$ cat config.mk
export PLATFORM = sky130hd
export DESIGN_NAME = frame_assembler
export DESIGN_NICKNAME = d
export VERILOG_FILES = /design/src/rtl/frame_pkg.sv /design/src/rtl/test_pattern_gen.sv /design/src/rtl/frame_assembler.sv
export VERILOG_INCLUDE_DIRS = /design/src /design/src/rtl
export SDC_FILE = /design/constraint.sdc
export NUM_CORES = 1
export LEC_CHECK = 0
export BUFFER_PORTS_ARGS = -buffer_cell sky130_fd_sc_hd__buf_2
export CAP_MARGIN = 40
export CORE_MARGIN = 1
export CORE_UTILIZATION = 55
export DETAILED_ROUTE_END_ITERATION = 10
export PLACE_DENSITY = 0.8
export SLEW_MARGIN = 20
export SYNTH_ARGS = -nofsm -noshare
export SYNTH_HDL_FRONTEND = slang
export SYNTH_SLANG_ARGS = --single-unit
$ cat constraint.sdc
create_clock -name clk -period 3.9 [get_ports clk]
set_input_delay 0.39 -clock clk [delete_from_list [all_inputs] [get_ports clk]]
set_output_delay 0.39 -clock clk [all_outputs]
set_load 0.1 [all_outputs]
$ cat src/rtl/frame_consts.svh
// Constants for the transport frame assembler.
// Assumes inclusion by bare name from the rtl/ folder.
`ifndef FRAME_CONSTS_SVH
`define FRAME_CONSTS_SVH

// Sample widening
`define PAD_ZEROS 2'b00

// Test patterns
`define RPAT_LAST 4'hb
`define CLK_PAT_HI 8'hff
`define CLK_PAT_LO 8'h00
`define RAMP_RESET 8'h00

// Reset values
`define FMT_RESET 4'h2
`define TP_RESET 2'h0
`define CFG_L_RESET 4'h8
`define CFG_M_RESET 3'h2
`define CFG_F_RESET 3'h2
`define CFG_S_RESET 3'h4

`endif

$ cat src/rtl/frame_pkg.sv
// Types for the transport frame assembler.
// Assumes the constants header is included where numbers are needed.
package frame_pkg;

  typedef enum logic [3:0] {
    FMT_4211 = 4'h0,
    FMT_4244 = 4'h1,
    FMT_8224 = 4'h2,
    FMT_4421 = 4'h3,
    FMT_4222 = 4'h4,
    FMT_2242 = 4'h5,
    FMT_2221 = 4'h6,
    FMT_2441 = 4'h7,
    FMT_1241 = 4'h8
  } fmt_e;

  typedef enum logic [1:0] {
    TP_OFF = 2'h0,
    TP_CLOCK = 2'h1,
    TP_RPAT = 2'h2,
    TP_RAMP = 2'h3
  } tp_e;

  typedef logic [15:0] word_t;
  typedef logic [7:0] octet_t;

  typedef struct packed {
    logic en;
    logic other;
    logic [1:0] idx;
    logic hi;
  } route_s;

endpackage

$ cat src/rtl/test_pattern_gen.sv
// Transport test pattern source, one octet per enabled clock.
// Assumes the same clock, reset and clock enable as the assembler.
`timescale 1ns/1ps
`include "frame_consts.svh"

module test_pattern_gen (
  // Clock and reset
  input wire logic clk,
  input wire logic rstn,
  input wire logic ce,
  // Control
  input wire frame_pkg::tp_e sel,
  input wire logic restart,
  // Pattern out
  output frame_pkg::octet_t pat_q
);
  import frame_pkg::*;

  logic [3:0] rpat_idx_q;
  logic clk_ph_q;
  octet_t ramp_q;

  function automatic octet_t rpat_octet(input logic [3:0] i);
    case (i)
      4'h0: rpat_octet = 8'hbe;
      4'h1: rpat_octet = 8'hd7;
      4'h2: rpat_octet = 8'h23;
      4'h3: rpat_octet = 8'h47;
      4'h4: rpat_octet = 8'h6b;
      4'h5: rpat_octet = 8'h8f;
      4'h6: rpat_octet = 8'hb3;
      4'h7: rpat_octet = 8'h14;
      4'h8: rpat_octet = 8'h5e;
      4'h9: rpat_octet = 8'hfb;
      4'ha: rpat_octet = 8'h35;
      4'hb: rpat_octet = 8'h59;
      default: rpat_octet = 8'h00;
    endcase
  endfunction

  ////////////////////////////////////////////////////////////////////////////
  // Sequencers restart on resync so the receiver sees a known phase
  always_ff @(posedge clk or negedge rstn) begin
    if (!rstn) begin
      rpat_idx_q <= 4'h0;
    end else if (ce) begin
      if (restart || rpat_idx_q == `RPAT_LAST) begin
        rpat_idx_q <= 4'h0;
      end else begin
        rpat_idx_q <= rpat_idx_q + 4'h1;
      end
    end
  end

  always_ff @(posedge clk or negedge rstn) begin
    if (!rstn) begin
      clk_ph_q <= 1'b0;
      ramp_q <= `RAMP_RESET;
    end else if (ce) begin
      clk_ph_q <= restart ? 1'b0 : ~clk_ph_q;
      ramp_q <= restart ? `RAMP_RESET : ramp_q + 8'h01;
    end
  end

  always_ff @(posedge clk or negedge rstn) begin
    if (!rstn) begin
      pat_q <= 8'h00;
    end else if (ce) begin
      case (sel)
        TP_CLOCK: pat_q <= clk_ph_q ? `CLK_PAT_LO : `CLK_PAT_HI;
        TP_RPAT: pat_q <= rpat_octet(rpat_idx_q);
        TP_RAMP: pat_q <= ramp_q;
        default: pat_q <= 8'h00;
      endcase
    end
  end

endmodule

$ cat src/rtl/frame_assembler.sv
// Transport-layer frame assembler for a dual-channel 14-bit converter.
// Assumes sample inputs held stable while sample_req_q is high, and a
// downstream scrambler and link layer that honour the lane enables.
//
// Notes on behaviour
// - Three test patterns can replace converter data on every used lane.
// - The patterns include a clock-like pattern and a 12-octet RPAT.
// - The pattern select is a configuration value written by the host.
// - The format is described by lanes, converters, octets and samples.
// - Each 14-bit sample is widened to 16 bits with two zero LSBs.
// - Without decimation the formats are 4211, 4244 and 8224 only.
// - Formats 4211, 4244 run 250-1000 MSPS; 8224 runs 500-1000 MSPS.
// - In 8224 lanes 0..3 carry samples 3, 2, 0, 1 of each channel.
// - In 4211 lane 2 carries the high octet and lane 1 the low octet.
// - In 4244 lane 2 carries samples 0,1 and lane 1 samples 2,3, high first.
// - With decimation the formats are 4421, 2441, 4222, 2242, 2221, 1241.
// - Decimated formats take device clocks from 500 or 300 up to 1000 MHz.
// - In 4222 lane 1 carries sample 0 and lane 0 sample 1, high first.
// - Single-lane formats use lane 1; 1241 sends A then B, B lanes idle.
// - In 4421 lane 1 carries in-phase and lane 0 quadrature, high first.
// - Frame octets may pass a scrambler before the link layer.
`timescale 1ns/1ps
`include "frame_consts.svh"

module frame_assembler (
  // Clock, reset, enable
  input wire logic clk,
  input wire logic rstn,
  input wire logic ce,
  // Configuration
  input wire frame_pkg::fmt_e fmt_sel,
  input wire frame_pkg::tp_e tp_sel,
  input wire logic scramble_en,
  input wire logic sync_n,
  // Sample streams, index is sample number (I=0, Q=1 in IQ formats)
  input wire logic [3:0][13:0] samp_a,
  input wire logic [3:0][13:0] samp_b,
  output logic sample_req_q,
  // Lanes
  output frame_pkg::octet_t chan_a_lane0,
  output frame_pkg::octet_t chan_a_lane1,
  output frame_pkg::octet_t chan_a_lane2,
  output frame_pkg::octet_t chan_a_lane3,
  output frame_pkg::octet_t chan_b_lane0,
  output frame_pkg::octet_t chan_b_lane1,
  output frame_pkg::octet_t chan_b_lane2,
  output frame_pkg::octet_t chan_b_lane3,
  output logic [7:0] lane_en_q,
  output logic frame_start_q,
  output logic scramble_q,
  // Link parameters
  output logic [3:0] cfg_l_q,
  output logic [2:0] cfg_m_q,
  output logic [2:0] cfg_f_q,
  output logic [2:0] cfg_s_q
);
  import frame_pkg::*;

  fmt_e act_fmt_q;
  tp_e tp_q;
  logic [1:0] oct_cnt_q;
  logic [1:0] oct_cnt_d;
  word_t cap_a_q [4];
  word_t cap_b_q [4];
  octet_t pat_q;
  octet_t lane_q [8];
  fmt_e fmt_ok;

  ////////////////////////////////////////////////////////////////////////////
  // Format tables

  function automatic logic [1:0] frame_last(input fmt_e f);
    case (f)
      FMT_4211: frame_last = 2'd0;
      FMT_4244, FMT_2242, FMT_2441, FMT_1241: frame_last = 2'd3;
      default: frame_last = 2'd1;
    endcase
  endfunction

  function automatic route_s route(input fmt_e f, input logic [1:0] lane,
                                   input logic [1:0] k, input logic is_b);
    route_s r;
    r = '0;
    r.hi = ~k[0];
    case (f)
      FMT_4211: begin
        r.en = (lane == 2'd2) || (lane == 2'd1);
        r.hi = (lane == 2'd2);
      end
      FMT_4244: begin
        r.en = (lane == 2'd2) || (lane == 2'd1);
        r.idx = {lane == 2'd1, k[1]};
      end
      FMT_8224: begin
        r.en = 1'b1;
        case (lane)
          2'd0: r.idx = 2'd3;
          2'd1: r.idx = 2'd2;
          2'd2: r.idx = 2'd0;
          default: r.idx = 2'd1;
        endcase
      end
      FMT_4421, FMT_4222: begin
        r.en = (lane == 2'd1) || (lane == 2'd0);
        r.idx = {1'b0, lane == 2'd0};
      end
      FMT_2242, FMT_2441: begin
        r.en = (lane == 2'd1);
        r.idx = {1'b0, k[1]};
      end
      FMT_2221: begin
        r.en = (lane == 2'd1);
      end
      FMT_1241: begin
        r.en = (lane == 2'd1) && !is_b;
        r.other = k[1];
      end
      default: r.en = 1'b0;
    endcase
    route = r;
  endfunction

  // Out-of-range codes fall back to the reset format
  assign fmt_ok = (fmt_sel > FMT_1241) ? fmt_e'(`FMT_RESET) : fmt_sel;

  ////////////////////////////////////////////////////////////////////////////
  // Format and scrambling taken only while the link is held in resync; test pattern select on any enabled clock

  always_ff @(posedge clk or negedge rstn) begin
    if (!rstn) begin
      act_fmt_q <= fmt_e'(`FMT_RESET);
      scramble_q <= 1'b0;
    end else if (ce && !sync_n) begin
      act_fmt_q <= fmt_ok;
      scramble_q <= scramble_en;
    end
  end

  always_ff @(posedge clk or negedge rstn) begin
    if (!rstn) begin
      tp_q <= tp_e'(`TP_RESET);
    end else if (ce) begin
      tp_q <= tp_sel;
    end
  end

  always_ff @(posedge clk or negedge rstn) begin
    if (!rstn) begin
      cfg_l_q <= `CFG_L_RESET;
      cfg_m_q <= `CFG_M_RESET;
      cfg_f_q <= `CFG_F_RESET;
      cfg_s_q <= `CFG_S_RESET;
    end else if (ce) begin
      cfg_f_q <= {1'b0, frame_last(act_fmt_q)} + 3'h1;
      case (act_fmt_q)
        FMT_4211: {cfg_l_q, cfg_m_q, cfg_s_q} <= {4'h4, 3'h2, 3'h1};
        FMT_4244: {cfg_l_q, cfg_m_q, cfg_s_q} <= {4'h4, 3'h2, 3'h4};
        FMT_4421: {cfg_l_q, cfg_m_q, cfg_s_q} <= {4'h4, 3'h4, 3'h1};
        FMT_4222: {cfg_l_q, cfg_m_q, cfg_s_q} <= {4'h4, 3'h2, 3'h2};
        FMT_2242: {cfg_l_q, cfg_m_q, cfg_s_q} <= {4'h2, 3'h2, 3'h2};
        FMT_2221: {cfg_l_q, cfg_m_q, cfg_s_q} <= {4'h2, 3'h2, 3'h1};
        FMT_2441: {cfg_l_q, cfg_m_q, cfg_s_q} <= {4'h2, 3'h4, 3'h1};
        FMT_1241: {cfg_l_q, cfg_m_q, cfg_s_q} <= {4'h1, 3'h2, 3'h1};
        default: {cfg_l_q, cfg_m_q, cfg_s_q} <= {4'h8, 3'h2, 3'h4};
      endcase
    end
  end

  ////////////////////////////////////////////////////////////////////////////
  // Frame cadence; the sample rate itself is set by the clock enable,
  // so rate limits are met by how often ce is high

  always_comb begin
    if (!sync_n || oct_cnt_q == frame_last(act_fmt_q)) begin
      oct_cnt_d = 2'd0;
    end else begin
      oct_cnt_d = oct_cnt_q + 2'd1;
    end
  end

  always_ff @(posedge clk or negedge rstn) begin
    if (!rstn) begin
      oct_cnt_q <= 2'd0;
      sample_req_q <= 1'b1;
    end else if (ce) begin
      oct_cnt_q <= oct_cnt_d;
      sample_req_q <= !sync_n || oct_cnt_d == frame_last(act_fmt_q);
    end
  end

  // Whole frame is captured at once; inputs must hold for the request cycle
  always_ff @(posedge clk or negedge rstn) begin
    if (!rstn) begin
      for (int i = 0; i < 4; i++) begin
        cap_a_q[i] <= 16'h0000;
        cap_b_q[i] <= 16'h0000;
      end
    end else if (ce && sample_req_q) begin
      for (int i = 0; i < 4; i++) begin
        cap_a_q[i] <= {samp_a[i], `PAD_ZEROS};
        cap_b_q[i] <= {samp_b[i], `PAD_ZEROS};
      end
    end
  end

  test_pattern_gen u_pat (
    .clk(clk),
    .rstn(rstn),
    .ce(ce),
    .sel(tp_q),
    .restart(!sync_n),
    .pat_q(pat_q)
  );

  ////////////////////////////////////////////////////////////////////////////
  // Lane octet mapping

  for (genvar g = 0; g < 8; g++) begin : lane_g
    route_s r;
    word_t w;
    always_comb begin
      r = route(act_fmt_q, 2'(g % 4), oct_cnt_q, g >= 4);
      if ((g >= 4) ^ r.other) begin
        w = cap_b_q[r.idx];
      end else begin
        w = cap_a_q[r.idx];
      end
    end
    always_ff @(posedge clk or negedge rstn) begin
      if (!rstn) begin
        lane_q[g] <= 8'h00;
        lane_en_q[g] <= 1'b0;
      end else if (ce) begin
        lane_en_q[g] <= r.en;
        if (!r.en) begin
          lane_q[g] <= 8'h00;
        end else if (tp_q != TP_OFF) begin
          lane_q[g] <= pat_q;
        end else begin
          lane_q[g] <= r.hi ? w[15:8] : w[7:0];
        end
      end
    end
  end

  always_ff @(posedge clk or negedge rstn) begin
    if (!rstn) begin
      frame_start_q <= 1'b0;
    end else if (ce) begin
      frame_start_q <= sync_n && oct_cnt_q == 2'd0;
    end
  end

  assign chan_a_lane0 = lane_q[0];
  assign chan_a_lane1 = lane_q[1];
  assign chan_a_lane2 = lane_q[2];
  assign chan_a_lane3 = lane_q[3];
  assign chan_b_lane0 = lane_q[4];
  assign chan_b_lane1 = lane_q[5];
  assign chan_b_lane2 = lane_q[6];
  assign chan_b_lane3 = lane_q[7];

  ////////////////////////////////////////////////////////////////////////////
  // Checks

  logic [3:0] rpat_run_q;
  always_ff @(posedge clk or negedge rstn) begin
    if (!rstn) begin
      rpat_run_q <= 4'h0;
    end else if (!ce || !sync_n || tp_q != TP_RPAT) begin
      rpat_run_q <= 4'h0;
    end else if (rpat_run_q != 4'hf) begin
      rpat_run_q <= rpat_run_q + 4'h1;
    end
  end

  rpat_period_a: assert property (@(posedge clk) disable iff (!rstn)
    rpat_run_q >= 4'he && lane_en_q[1] |-> chan_a_lane1 == $past(chan_a_lane1, 12))
    else $error("rpat does not repeat every 12 octets");

  fmt_hold_a: assert property (@(posedge clk) disable iff (!rstn)
    $changed(act_fmt_q) |-> $past(!sync_n))
    else $error("format changed outside resync");

  idle_lane_a: assert property (@(posedge clk) disable iff (!rstn)
    !lane_en_q[3] |-> chan_a_lane3 == 8'h00)
    else $error("unused lane not idle");

  pad_zero_a: assert property (@(posedge clk) disable iff (!rstn)
    ce && act_fmt_q == FMT_4211 && tp_q == TP_OFF |=>
    chan_a_lane1[1:0] == 2'b00)
    else $error("padding bits not zero");

  split_4211_a: assert property (@(posedge clk) disable iff (!rstn)
    ce && act_fmt_q == FMT_4211 && tp_q == TP_OFF |=>
    {chan_b_lane2, chan_b_lane1} == $past(cap_b_q[0]))
    else $error("4211 octet split wrong");

  swap_8224_a: assert property (@(posedge clk) disable iff (!rstn)
    ce && act_fmt_q == FMT_8224 && tp_q == TP_OFF && oct_cnt_q == 2'd0 |=>
    chan_a_lane2 == $past(cap_a_q[0][15:8]) &&
    chan_a_lane0 == $past(cap_a_q[3][15:8]) && lane_en_q == 8'hff)
    else $error("8224 lane order wrong");

  order_4244_a: assert property (@(posedge clk) disable iff (!rstn)
    ce && act_fmt_q == FMT_4244 && tp_q == TP_OFF && oct_cnt_q == 2'd3 |=>
    chan_a_lane1 == $past(cap_a_q[3][7:0]))
    else $error("4244 lane 1 order wrong");

  single_1241_a: assert property (@(posedge clk) disable iff (!rstn)
    ce && act_fmt_q == FMT_1241 |=> lane_en_q == 8'h02)
    else $error("1241 lane use wrong");

  octet_range_a: assert property (@(posedge clk) disable iff (!rstn)
    oct_cnt_q <= frame_last(act_fmt_q))
    else $error("octet counter beyond frame length");

  test_over_a: assert property (@(posedge clk) disable iff (!rstn)
    ce && tp_q != TP_OFF && lane_en_q[1] && $past(ce) && $past(lane_en_q[1])
    |=> chan_a_lane1 == $past(pat_q))
    else $error("test pattern not on lane");

endmodule

==> results by group <==
STA
  • Fmax: 0.303 GHz
  • Worst-margin pin slew: 0.852 ns
  • RSZ-0062 raised after global routing: false
  • Hold slack final: 0.0736 ns
  • Final setup fails: 0
  • TNS Setup: 0 ns
  • Min Tclk post-route: 3.30 ns
  • Worst Skew: 0.00996 ns
  • Slew Limit Fails: 0
  • Final hold vios: 0
  • Max-slew headroom: 43.0%
  • Period utilization: 84.6%

GRT
  • Grt total ovfl: 0
  • Vias in the first global route: 10700
  • Initial antenna violation count: 0
  • Total GRT Usage: 36.6%
  • First-pass GRT wire length: 65300 microns
  • Largest net degree at the start of global routing: 101

Synthesis
  • Share of flip-flops with an asynchronous set or reset: 100%
  • YS warnings: 0
  • Post-synthesis compound-gate area fraction: 16.6%
  • Post-synthesis mux area share: 19.3%
  • Count leader, synth: dfrtp_1
  • Synth Area in XOR/XNOR: 0.347%
  • Register bit count reported by yosys: 225
  • Synth Flop Type: dfrtp_1
  • Netlist cell types: 75
  • Synthesized cell area: 12600 sq um
  • Area contributors post-synth: dfrtp_1, mux2_2, nand2_1, mux4_2, mux2i_1
  • Syn nets: 1375
  • Number of synthesized flops with an enable pin: 0
  • Post-synthesis simple-gate area fraction: 12.7%
  • Syn Area/Cell: 10.2 sq um
  • Synth Instances: 1236
  • Post-synth top area cell: dfrtp_1
  • Largest family of logic cells by synthesized area: multiplexers
  • Most instantiated cells after synthesis: dfrtp_1, nand2_1, mux2_2, nor2_1, o21ai_0
  • Synth Area in Adders: 1.58%
  • Top cell type's share of synthesized area: 43.4%
  • Sequential share of the synthesized area: 44.6%

Clock tree
  • CTS Buf Count: 24
  • Setup Fix Bufs, Post-CTS: 0
  • CTS Buffer Depth: 3
  • TritonCTS Sinks: 225
  • Skew-Pair Late Insertion Delay: 0.52 ns
  • Clk root buf: clkbuf_16
  • Register clock-pin slew on the reported worst setup and hold paths: 0.06 ns
  • H-tree lvl count: 1
  • CTS tree: yes

Worst setup path
  • Critical path buffers and inverters: 1
  • Slowest stage delay, CP: 0.64 ns
  • Worst Setup SP: act_fmt_q[0]$_DFFE_PN0P_
  • CP Launch Type: flip-flop
  • Kind of critical path: reg -> reg
  • CP cell instances: inv_1 -> ha_1 -> or3b_1 -> nand2_1 -> mux4_2 -> a221oi_1 -> o2bb2ai_1
  • Reg2Reg Depth: 7
  • CP required: 4.28 ns
  • Crit. End Element: flip-flop
  • Delay-heaviest family, CP: simple AND/OR/NAND/NOR gates
  • R2r startpoint: act_fmt_q[0]$_DFFE_PN0P_
  • Max Fanout on Critical Path: 12
  • Critical path arrival: 3.68 ns
  • Slowest cell on the critical path: a221oi_1
  • Cell count along the critical path: 7

Detailed routing
  • Routed wire length: 43100 microns
  • Antenna-violating nets left: 0
  • Initial drt markers: 1399
  • Vias per cell: 6.54
  • Via count: 11200
  • Residual DRC count: 0
  • WL/cell: 25.1 microns
  • DRT Pass-1 Iters: 8

Run
  • MaxCap Viol Count: 0

Placement
  • DP HPWL: 31400 microns
  • Routability cong.: 0.982
  • Port bufs: 209

Layout
  • Nets: 1555
  • Layout cell share with drive strength beyond 1: 32.3%
  • Multi-input gate area: 6400 sq um
  • Seq. cell area: 5640 sq um
  • Antenna Cells: 0
  • Fillers: 1832
  • Synth-to-Final Area Change: 16.2%

Die
  • FP Rows: 55
  • I/O pin cnt: 211
  • Die H: 154 microns
  • Die Wd: 154 microns
  • Initial core utilization: 56.0%
  • Die ar.: 23600 sq um
  • Core ar.: 22600 sq um

Status
  • Status: finished clean

Power
  • P per Cell Area: 686 nW/um^2
  • Worst vdd ir: 473 uV
  • Leakage Power: 6.58 nW

Worst hold path
  • Worst hold path cell count: 3
  • Worst Min Path Start: scramble_en
  • Hold Path Class: in -> reg
-- layout make-up --
| cell class | count | share of cell area, % |
|---|---|---|
| multi-input combinational | 888 | 43.6 |
| sequential | 225 | 38.4 |
| timing repair buffer | 247 | 9.32 |
| clock buffer | 34 | 4.97 |
| tap | 285 | 2.43 |
| inverter | 30 | 0.767 |
| clock inverter | 9 | 0.511 |
-- state kept, by name, summed over array words and instances, names as in the netlist, 5 cells and up --
register,count
cap_a_q,56
cap_b_q,56
chan_a_lane0,8
chan_a_lane1,8
chan_a_lane2,8
chan_a_lane3,8
chan_b_lane0,8
chan_b_lane1,8
chan_b_lane2,8
chan_b_lane3,8
u_pat.pat_q,8
u_pat.ramp_q,8
lane_en_q,5
-- timing repair --
action	in CTS	in global routing
hold endpoints to repair	87	0
hold buffers	1	0
gates resized for setup	0	0
-- power by group --
part           switching [mW]  total [mW]  internal [mW]
Combinational            2.90        4.15           1.25
Sequential              0.737        3.61           2.87
Clock                   0.940        2.30           1.36
-- cells in the final DEF, fill, tap and decap left out, types with 26 or more instances in the layout --
master,netlist,routed
mux2i_1,45,45
inv_1,29,29
buf_4,7,35
buf_2,24,208
a31oi_1,35,35
dfrtp_1,219,219
o21ai_0,70,70
nor2_1,85,85
mux4_2,26,26
a21oi_1,62,62
nand2_1,166,165
mux2_2,122,122
-- final timing paths --
path	end	slack, ns
setup / recovery	chan_b_lane2[4]$_DFFE_PN0P_	0.60
hold / removal	scramble_q$_DFFE_PN0P_	0.07
setup reg to reg	chan_b_lane2[4]$_DFFE_PN0P_	0.60
hold reg to reg	u_pat.clk_ph_q$_DFFE_PN0P_	0.47
max in group asynchronous	cap_b_q[54]$_DFFE_PN0P_	2.40
min in group asynchronous	cap_a_q[57]$_DFFE_PN0P_	0.47
-- logic make-up (layout without fill, tap and decap cells) --
group	count (synthesis)	after routing
other	1	1
and+or+nand+nor	354	354
adders and majority gates	16	16
AOI/OAI and AO/OA	318	318
buffers and inverters	123	320
xor gates and xnor gates	5	5
DFF	225	225
muxes	194	194
-- per-stage QoR --
| stage | instance area [sq um] | setup WS, ns | util (%) | cells | power, mW |
|---|---|---|---|---|---|
| 6_report | 14700 | 0.600 | 65.0 | 1718 | 10.1 |
| 5_1_grt | 14700 | 0.444 | 65.0 | 1718 | 10.4 |
| 4_1_cts | 14700 | 0.772 | 65.0 | 1718 | 9.99 |
| 3_5_place_dp | 13900 | 0.792 | 61.4 | 1674 | 7.67 |
| 3_3_place_gp | 13900 | 0.876 | 61.4 | 1674 | 7.61 |
| 2_1_floorplan | 12600 | 1.57 | - | 1236 | 6.48 |
-- tightest hold or removal path, cell delays in order --
cell and delay, ns:
buf_2 0.07, nand2_1 0.04, nand2_1 0.05
-- routing by layer --
layer	routed length, microns	part of all wire, %	vias up	global-route usage (%)
li1	-	-	4890	-
met1	18100	42	5504	53.9
met2	18200	42	763	51.5
met3	5390	13	87	11.1
met4	1390	3.2	0	11.9
met5	0	0	-	0
Note: power is estimated with default switching activity, not from simulation.
